$ cat config.mk
export PLATFORM = sky130hd
export DESIGN_NAME = stm_timer
export DESIGN_NICKNAME = d
export VERILOG_FILES = /design/src/verilog/stm_pkg.sv /design/src/verilog/stm_tick_if.sv /design/src/verilog/stm_timer.sv /design/src/verilog/stm_tick_gen.sv
export SDC_FILE = /design/constraint.sdc
export NUM_CORES = 1
export LEC_CHECK = 0
export BUFFER_PORTS_ARGS = -buffer_cell sky130_fd_sc_hd__buf_2
export CAP_MARGIN = 5
export CORE_MARGIN = 5
export CORE_UTILIZATION = 59
export DETAILED_ROUTE_END_ITERATION = 8
export GPL_TIMING_DRIVEN = 0
export PLACE_DENSITY = 0.93
export SLEW_MARGIN = 30
export SYNTH_ARGS = -nofsm -noshare
export SYNTH_HDL_FRONTEND = slang
export SYNTH_SLANG_ARGS = --single-unit
$ cat constraint.sdc
create_clock -name clock -period 3.3 [get_ports clock]
set_clock_uncertainty 0.05 [all_clocks]
set_input_delay 0.165 -clock clock [delete_from_list [all_inputs] [get_ports clock]]
set_output_delay 0.165 -clock clock [all_outputs]
set_load 0.03 [all_outputs]
$ cat src/verilog/stm_pkg.sv
// package: register map, fields, resets and modes of the standard timer
package stm_pkg;
   localparam logic [4:0] OFS_CTRL0 = 5'h00;
   localparam logic [4:0] OFS_CTRL1 = 5'h04;
   localparam logic [4:0] OFS_CNT_LO = 5'h08;
   localparam logic [4:0] OFS_CNT_HI = 5'h0c;
   localparam logic [4:0] OFS_CMPA_LO = 5'h10;
   localparam logic [4:0] OFS_CMPA_HI = 5'h14;
   localparam logic [4:0] OFS_CMPP = 5'h18;
   localparam logic [4:0] OFS_STAT = 5'h1c;
   localparam int C0_PAUSE = 7;
   localparam int C0_CLK_HI = 6;
   localparam int C0_CLK_LO = 4;
   localparam int C0_ON = 3;
   localparam logic [7:0] C0_WMASK = 8'hf8;
   localparam int C1_MODE_HI = 7;
   localparam int C1_MODE_LO = 6;
   localparam int C1_PIO_HI = 5;
   localparam int C1_PIO_LO = 4;
   localparam int C1_OLC = 3;
   localparam int C1_INV = 2;
   localparam int C1_DPX = 1;
   localparam int C1_CCLR = 0;
   localparam int ST_A = 0;
   localparam int ST_P = 1;
   localparam logic [7:0] CTRL0_RST = 8'h00;
   localparam logic [7:0] CTRL1_RST = 8'h00;
   localparam logic [15:0] CNT_RST = 16'h0000;
   localparam logic [15:0] CMPA_RST = 16'h0000;
   localparam logic [7:0] CMPP_RST = 8'h00;
   localparam logic [16:0] P_TOP_ZERO = 17'h10000;
   localparam logic [7:0] DIV_SYS4 = 8'h03;
   localparam logic [7:0] DIV_H16 = 8'h0f;
   localparam logic [7:0] DIV_H64 = 8'h3f;
   localparam logic [7:0] DIV_SUB = 8'hff;
   typedef enum logic [1:0] {
      MODE_CMP = 2'b00,
      MODE_CAP = 2'b01,
      MODE_PWM = 2'b10,
      MODE_TC = 2'b11
   } stm_mode_t;
   typedef enum logic {BUS_IDLE, BUS_ACK} stm_bus_t;
endpackage

$ cat src/verilog/stm_tick_if.sv
// interface: clock select request and timer tick between core and prescaler
`timescale 1ns/100ps
`default_nettype none
interface stm_tick_if;
   logic [2:0] sel;
   logic ext_level;
   logic tick;
   modport gen (input sel, input ext_level, output tick);
   modport use_side (output sel, output ext_level, input tick);
endinterface
`default_nettype wire

$ cat src/verilog/stm_timer.sv
// module: 16-bit standard timer with compare, pwm and avalon register slave
`timescale 1ns/100ps
`default_nettype none
// Summary of operation
// - compare mode pin starts at level bit
// - level bit sets pwm active polarity
// - single pulse: on rise drives level bit
// - timer/counter mode ignores level and invert
// - invert bit flips output pin
// - swap bit exchanges period and duty compares
// - clear select picks compare a or p
// - compare p on top byte, zero overflows
// - clear select ignored outside compare modes
// - mode field selects operating mode
// - clear select low sets both flags
// - clear select high in compare modes never sets p flag
// - compare a zero: overflow, no a flag
// - compare mode: only compare a match moves pin
// - pin action: none, low, high, toggle
// - counter on rise restores initial pin level
// - on rise clears count, fall holds it
// - timer/counter like compare, pin undriven
// - pwm mode sets both match flags
// - pwm pin enabled or forced fixed
// - pwm pin action: inactive, active, pwm, pulse
module stm_timer import stm_pkg::*; (
   input wire logic clock,
   input wire logic arst_n,
   input wire logic [4:0] address,
   input wire logic read,
   input wire logic write,
   input wire logic [31:0] writedata,
   input wire logic [3:0] byteenable,
   output var logic [31:0] readdata,
   output var logic waitrequest,
   input wire logic ext_clk_pin,
   output var logic timer_output_pin,
   output var logic timer_output_pin_oe
);
   // ----------------------------------------------------------------
   // reset release and pin synchronisers
   // ----------------------------------------------------------------
   logic rst_meta_q, rst_n_q;
   logic ext_meta_q, ext_sync_q;

   always_ff @(posedge clock or negedge arst_n) begin
      if (!arst_n) begin
         rst_meta_q <= 1'b0;
         rst_n_q <= 1'b0;
      end else begin
         rst_meta_q <= 1'b1;
         rst_n_q <= rst_meta_q;
      end
   end

   always_ff @(posedge clock or negedge rst_n_q) begin
      if (!rst_n_q) begin
         ext_meta_q <= 1'b0;
         ext_sync_q <= 1'b0;
      end else begin
         ext_meta_q <= ext_clk_pin;
         ext_sync_q <= ext_meta_q;
      end
   end

   // ----------------------------------------------------------------
   // state declarations
   // ----------------------------------------------------------------
   stm_bus_t bus_q, bus_d;
   logic [31:0] rdata_q, rdata_d;
   logic [7:0] ctrl0_q, ctrl0_d, ctrl1_q, ctrl1_d, cmpp_q, cmpp_d;
   logic [15:0] cmpa_q, cmpa_d, cnt_q, cnt_d;
   logic [1:0] flag_q, flag_d;
   logic pin_q, pin_d, on_prev_q, on_prev_d;
   logic out_q, out_d, oe_q, oe_d;
   logic wr_en;
   logic [7:0] rd_mux;
   stm_mode_t mode;
   logic [1:0] pio;
   logic on, pause, olc, inv, dpx, cclr;
   logic on_rise, run, hit_a, hit_p, clr, set_p, single;
   logic cmp_like, pwm_act, raw;
   logic [16:0] inc, p_top, duty_top;

   stm_tick_if tif();

   assign tif.sel = ctrl0_q[C0_CLK_HI:C0_CLK_LO];
   assign tif.ext_level = ext_sync_q;

   stm_tick_gen u_tick (
      .clock(clock),
      .rst_n(rst_n_q),
      .tk(tif.gen)
   );

   // ----------------------------------------------------------------
   // field decode
   // ----------------------------------------------------------------
   assign mode = stm_mode_t'(ctrl1_q[C1_MODE_HI:C1_MODE_LO]);
   assign pio = ctrl1_q[C1_PIO_HI:C1_PIO_LO];
   assign olc = ctrl1_q[C1_OLC];
   assign inv = ctrl1_q[C1_INV];
   assign dpx = ctrl1_q[C1_DPX];
   assign cclr = ctrl1_q[C1_CCLR];
   assign on = ctrl0_q[C0_ON];
   assign pause = ctrl0_q[C0_PAUSE];
   assign cmp_like = (mode == MODE_CMP) || (mode == MODE_TC);
   assign single = (mode == MODE_PWM) && (pio == 2'b11);

   // ----------------------------------------------------------------
   // avalon slave: one wait state, then answer
   // ----------------------------------------------------------------
   assign waitrequest = (read | write) & (bus_q != BUS_ACK);
   assign wr_en = write & ~waitrequest & byteenable[0];
   assign readdata = rdata_q;

   always_comb begin
      unique case (address)
         OFS_CTRL0: rd_mux = ctrl0_q;
         OFS_CTRL1: rd_mux = ctrl1_q;
         OFS_CNT_LO: rd_mux = cnt_q[7:0];
         OFS_CNT_HI: rd_mux = cnt_q[15:8];
         OFS_CMPA_LO: rd_mux = cmpa_q[7:0];
         OFS_CMPA_HI: rd_mux = cmpa_q[15:8];
         OFS_CMPP: rd_mux = cmpp_q;
         OFS_STAT: rd_mux = {6'h00, flag_q};
         default: rd_mux = 8'h00;
      endcase
   end

   always_comb begin
      bus_d = BUS_IDLE;
      rdata_d = rdata_q;
      if ((bus_q == BUS_IDLE) && (read | write)) begin
         bus_d = BUS_ACK;
         if (read) begin
            rdata_d = {24'h000000, rd_mux};
         end
      end
   end

   always_ff @(posedge clock or negedge rst_n_q) begin
      if (!rst_n_q) begin
         bus_q <= BUS_IDLE;
         rdata_q <= 32'h00000000;
      end else begin
         bus_q <= bus_d;
         rdata_q <= rdata_d;
      end
   end

   // ----------------------------------------------------------------
   // counter, comparators, flags and pin
   // ----------------------------------------------------------------
   always_comb begin
      on_rise = on & ~on_prev_q;
      run = on & ~pause & tif.tick;
      inc = {1'b0, cnt_q} + 17'h00001;
      p_top = (cmpp_q == 8'h00) ? P_TOP_ZERO : {1'b0, cmpp_q, 8'h00};
      hit_a = run & (cmpa_q != 16'h0000) & (inc == {1'b0, cmpa_q});
      hit_p = run & (inc == p_top);
      duty_top = dpx ? p_top : {1'b0, cmpa_q};
      pwm_act = ({1'b0, cnt_q} < duty_top);
      unique case (mode)
         MODE_PWM: clr = single ? 1'b0 : (dpx ? hit_a : hit_p);
         MODE_CAP: clr = hit_p;
         default: clr = cclr ? hit_a : hit_p;
      endcase
      set_p = hit_p & ~(cmp_like & cclr);
      on_prev_d = on;
      cnt_d = cnt_q;
      if (on_rise) begin
         cnt_d = CNT_RST;
      end else if (run) begin
         cnt_d = clr ? CNT_RST : inc[15:0];
      end
      pin_d = pin_q;
      if (on_rise) begin
         pin_d = olc;
      end else if ((mode == MODE_CMP) && hit_a) begin
         unique case (pio)
            2'b00: pin_d = pin_q;
            2'b01: pin_d = 1'b0;
            2'b10: pin_d = 1'b1;
            2'b11: pin_d = ~pin_q;
         endcase
      end else if (single && (hit_a || (!on && on_prev_q))) begin
         pin_d = ~olc;
      end
      unique case (mode)
         MODE_CMP: raw = pin_q;
         MODE_PWM: begin
            unique case (pio)
               2'b00: raw = ~olc;
               2'b01: raw = olc;
               2'b10: raw = pwm_act ? olc : ~olc;
               2'b11: raw = pin_q;
            endcase
         end
         default: raw = 1'b0;
      endcase
      oe_d = (mode == MODE_CMP) || (mode == MODE_PWM);
      out_d = (raw ^ inv) & oe_d;
   end

   // ----------------------------------------------------------------
   // register file writes; hardware set wins over software clear
   // ----------------------------------------------------------------
   always_comb begin
      ctrl0_d = ctrl0_q;
      ctrl1_d = ctrl1_q;
      cmpa_d = cmpa_q;
      cmpp_d = cmpp_q;
      flag_d = flag_q;
      if (single && hit_a) begin
         ctrl0_d[C0_ON] = 1'b0;
      end
      if (wr_en) begin
         unique case (address)
            OFS_CTRL0: ctrl0_d = writedata[7:0] & C0_WMASK;
            OFS_CTRL1: ctrl1_d = writedata[7:0];
            OFS_CMPA_LO: cmpa_d[7:0] = writedata[7:0];
            OFS_CMPA_HI: cmpa_d[15:8] = writedata[7:0];
            OFS_CMPP: cmpp_d = writedata[7:0];
            OFS_STAT: flag_d = flag_q & ~writedata[1:0];
            default: flag_d = flag_q;
         endcase
      end
      flag_d[ST_A] = flag_d[ST_A] | hit_a;
      flag_d[ST_P] = flag_d[ST_P] | set_p;
   end

   always_ff @(posedge clock or negedge rst_n_q) begin
      if (!rst_n_q) begin
         ctrl0_q <= CTRL0_RST;
         ctrl1_q <= CTRL1_RST;
         cmpa_q <= CMPA_RST;
         cmpp_q <= CMPP_RST;
         cnt_q <= CNT_RST;
         flag_q <= 2'b00;
         pin_q <= 1'b0;
         on_prev_q <= 1'b0;
         out_q <= 1'b0;
         oe_q <= 1'b0;
      end else begin
         ctrl0_q <= ctrl0_d;
         ctrl1_q <= ctrl1_d;
         cmpa_q <= cmpa_d;
         cmpp_q <= cmpp_d;
         cnt_q <= cnt_d;
         flag_q <= flag_d;
         pin_q <= pin_d;
         on_prev_q <= on_prev_d;
         out_q <= out_d;
         oe_q <= oe_d;
      end
   end

   assign timer_output_pin = out_q;
   assign timer_output_pin_oe = oe_q;
endmodule
`default_nettype wire

$ cat src/verilog/stm_tick_gen.sv
// module: timer clock prescaler and external edge tick source
`timescale 1ns/100ps
`default_nettype none
module stm_tick_gen import stm_pkg::*; (
   input wire logic clock,
   input wire logic rst_n,
   stm_tick_if.gen tk
);
   logic [7:0] pre_q, pre_d;
   logic ext_prev_q, ext_prev_d;

   always_comb begin
      pre_d = pre_q + 8'h01;
      ext_prev_d = tk.ext_level;
      unique case (tk.sel)
         3'b000: tk.tick = (pre_q[1:0] == DIV_SYS4[1:0]);
         3'b001: tk.tick = 1'b1;
         3'b010: tk.tick = (pre_q[3:0] == DIV_H16[3:0]);
         3'b011: tk.tick = (pre_q[5:0] == DIV_H64[5:0]);
         3'b100, 3'b101: tk.tick = (pre_q == DIV_SUB);
         3'b110: tk.tick = tk.ext_level & ~ext_prev_q;
         3'b111: tk.tick = ~tk.ext_level & ext_prev_q;
      endcase
   end

   always_ff @(posedge clock or negedge rst_n) begin
      if (!rst_n) begin
         pre_q <= 8'h00;
         ext_prev_q <= 1'b0;
      end else begin
         pre_q <= pre_d;
         ext_prev_q <= ext_prev_d;
      end
   end
endmodule
`default_nettype wire

==> parameters.txt <==
Parameter                              Value

Clock network
  Clock slew at reported path FFs    0.10 ns
  TritonCTS buffer count    9
  Number of clock sinks    81
  Clock tree from TritonCTS    yes
  Largest buffer count on any clock path    2
  Clock latency on the worst-skew pair    0.38 ns
  Number of H-tree levels    3
  Cell at the root of the clock tree    sky130_fd_sc_hd__clkbuf_8

Synthesis
  Cell area after synthesis    5752 sq um
  Fraction of post-synthesis cell area in the top cell type by area    35.24%
  Top post-synthesis cells by count    sky130_fd_sc_hd__dfrtp_1 (81), sky130_fd_sc_hd__nor2_1 (45), sky130_fd_sc_hd__nand2_1 (42), sky130_fd_sc_hd__a31oi_1 (36), sky130_fd_sc_hd__mux2_2 (33)
  Synth top area cells    sky130_fd_sc_hd__dfrtp_1 (35%), sky130_fd_sc_hd__mux2_2 (6.5%), sky130_fd_sc_hd__ha_1 (4.6%)
  YS warnings    0
  Number of flops mapped to enable cells by yosys    0
  Post-synth cell types    70
  #FFs+latches synth    81
  Post-synth top flop    sky130_fd_sc_hd__dfrtp_1
  Post-Syn Instances    621
  Cell type contributing the most total cell area after synthesis    sky130_fd_sc_hd__dfrtp_1
  FFs w/ async S/R, synth    100.0%
  Most used standard cell by instance count after synthesis    sky130_fd_sc_hd__dfrtp_1
  Mean instance size in the synthesized netlist    9.262 sq um
  Sequential share of the synthesized area    35.24%

Global routing
  Number of global-route vias before repair    5113
  Largest net degree at the start of global routing    53
  Wire length of the first global-routing pass    26890 microns
  Number of antenna violations at the first check in global routing    0
  Residual overflow from global routing    0
  Tot GR Track Use    29.72%

Worst setup path
  Data arrival time at the worst-slack endpoint    3.45 ns
  Number of buffers and inverters on the critical path    3
  Crit path max-delay family    simple AND/OR/NAND/NOR gates
  Critical-path top delay cell    sky130_fd_sc_hd__or4b_4
  Max Fanout on Critical Path    10
  Max incr delay on CP    0.56 ns
  Series of cell instances along the critical path    ha_1 -> buf_6 -> and3_2 -> and3_4 -> xnor2_2 -> o2111ai_2 -> or4b_4 -> o311a_1 -> buf_6 -> buf_6 -> a31oi_1 -> a31oi_1
  Crit Path Category    flop to flop
  Type of element launching the critical path    flop
  Data required, critical path    3.48 ns
  Sort of element at the end of the critical path    flop
  Cell occurring most often along the worst timing path    sky130_fd_sc_hd__buf_6

STA
  Number of pins with negative max-slew slack in the final report    0
  Clock period minus final worst setup slack    3.270 ns
  Final number of hold-violating endpoints    0
  Least-Margin Pin Slew    0.8080 ns
  Final-report setup violation count    0
  Final period util    99.10%
  Max-Slew Margin vs Limit    45.68%
  Max frequency    305.8 MHz

Place
  Count of input and output buffers    28
  DP HPWL    12550 microns
  Area post-placement    6192 sq um
  Final Wtd Congestion    1.043

Routing
  Aggregate routed wire length    17390 microns
  Number of nets with antenna violations after detailed routing    0
  1st-pass router iterations    7
  Starting DRT DRC Count    676
  Total number of vias    5449
  Via density    6.597
  Detailed-route wire length per cell    21.05 microns
  # DRC    0

Cells and area
  Post-route cell area    6549 sq um
  Multi-input logic area    3442 sq um
  Share of cells above drive strength 1    23.67%
  FF+latch area    2036 sq um
  Area growth from synthesis to layout    13.86%
  Number of fill cells in the layout    766
  Final antenna diode count    0
  Final-stage net count    755

Hold path
  Worst hold path type    input port to flop

Power and ir drop
  Pwr dens    410.7 nW/um^2
  Total chip power    2.690 mW
  Leakage power of the design    2.928 nW
  VDD IR max    0.3726 mV

Outcome
  Result of the run    finished, final reports clean

Floorplan
  Starting Density    59.67%
  Std-Cell Rows    36
  IO Pins    81
  Die boundary width    108.7 microns
  Height of the chip    108.7 microns
  Die Outline Area    11820 sq um
  Core box area    9639 sq um

Job
  Max_cap viols    0
## kinds of logic after synthesis
family	share of synthesized area, %
fa+ha+maj	4.568
flops	35.24
compound gates	14.94
other cells	0.1306
xor+xnor	5.221
mux	9.985
simple gates	21.93
buf+inv	7.983
## tightest hold or removal path, stage by stage
cell and delay (ns):
sky130_fd_sc_hd__buf_2 0.10, sky130_fd_sc_hd__nor2_1 0.08, sky130_fd_sc_hd__nor2_1 0.05
## final timing paths
kind                                            from                 endpoint  slack [ns]  cells past startpoint
worst min-delay path                            read          bus_q$_DFF_PN0_        0.02                      3
max in group asynchronous          rst_n_q$_DFF_PN0_  readdata[1]$_DFFE_PN0P_        2.39                      1
worst max-delay path            cnt_q[0]$_DFFE_PN0P_    cnt_q[15]$_DFFE_PN0P_        0.03                     12
min in group asynchronous                     arst_n        rst_n_q$_DFF_PN0_        0.04                      2
worst max register to register  cnt_q[0]$_DFFE_PN0P_    cnt_q[15]$_DFFE_PN0P_        0.03                     12
worst min register to register     rst_n_q$_DFF_PN0_     cnt_q[3]$_DFFE_PN0P_        0.21                      0
## sequential cells by signal, summed over array words and instances, names as in the netlist
register and flops:
cmpa_q 16, cmpp_q 8, timer_output_pin 1, flag_q 2
ext_meta_q 1, on_prev_q 1, rst_n_q 1, u_tick.ext_prev_q 1
pin_q 1, rst_meta_q 1, ctrl1_q 8, cnt_q 16
timer_output_pin_oe 1, ctrl0_q 5, ext_sync_q 1, bus_q 1
u_tick.pre_q 8, readdata 8
## where the power goes
| part | total, mW | internal [mW] | switching, mW |
|---|---|---|---|
| clock network | 0.797 | 0.366 | 0.431 |
| registers | 1.20 | 1.08 | 0.127 |
| logic | 0.689 | 0.282 | 0.407 |
## placed cells by master, fill, tap and decap left out, types with 19 or more instances in the layout
master | Yosys | layout
sky130_fd_sc_hd__nand3_1 | 25 | 25
sky130_fd_sc_hd__nand2_1 | 42 | 42
sky130_fd_sc_hd__ha_1 | 21 | 21
sky130_fd_sc_hd__buf_2 | 10 | 35
sky130_fd_sc_hd__mux2_2 | 33 | 33
sky130_fd_sc_hd__dfrtp_1 | 81 | 76
sky130_fd_sc_hd__nor2_1 | 45 | 45
sky130_fd_sc_hd__a31oi_1 | 36 | 36
sky130_fd_sc_hd__o21ai_0 | 20 | 19
sky130_fd_sc_hd__conb_1 | 2 | 25
sky130_fd_sc_hd__buf_4 | 25 | 33
## per-layer routing
metal | up-vias | wire (microns) | GRT usage, % | part of all wire (%)
li1 | 2384 | - | - | -
met2 | 394 | 7797 | 46.47 | 45
met1 | 2575 | 6622 | 38.26 | 38
met4 | 0 | 921 | 14.16 | 5.3
met5 | - | 0 | 0 | 0
met3 | 96 | 2050 | 8.230 | 12
## timing repair
action                                  in CTS  in global routing
pin swaps                                    4                  9
hold endpoints to repair                     3                  0
cloned                                       0                  0
buffers inserted                             6                  2
resized for setup                            9                 22
endpoints found under the setup margin      18                 18
hold buffers                                 2                  0
## final cells by class
| cell class | count | area share, % |
|---|---|---|
| Buffer | 61 | 5.885 |
| Clock buffer | 9 | 1.891 |
| Inverter | 17 | 0.9744 |
| Multi-Input combinational cell | 479 | 52.56 |
| Sequential cell | 81 | 31.09 |
| Clock inverter | 7 | 1.280 |
| Tap cell | 133 | 2.541 |
| Timing Repair Buffer | 39 | 3.783 |
## through the flow
stage	hold WS, ns	setup TNS [ns]	instances	utilization (%)	worst slack (ns)
4_1_cts	0.002847	0	829	67.29	0.03306
3_3_place_gp	-0.09960	-6.338	805	63.75	-0.5821
6_report	0.01546	0	826	67.94	0.02955
2_1_floorplan	-0.1806	0	644	-	0.1179
5_1_grt	0.01107	-0.001526	826	67.94	-0.001526
3_5_place_dp	-0.09764	-6.613	806	64.24	-0.5656
(Power assumes the default switching activity.)
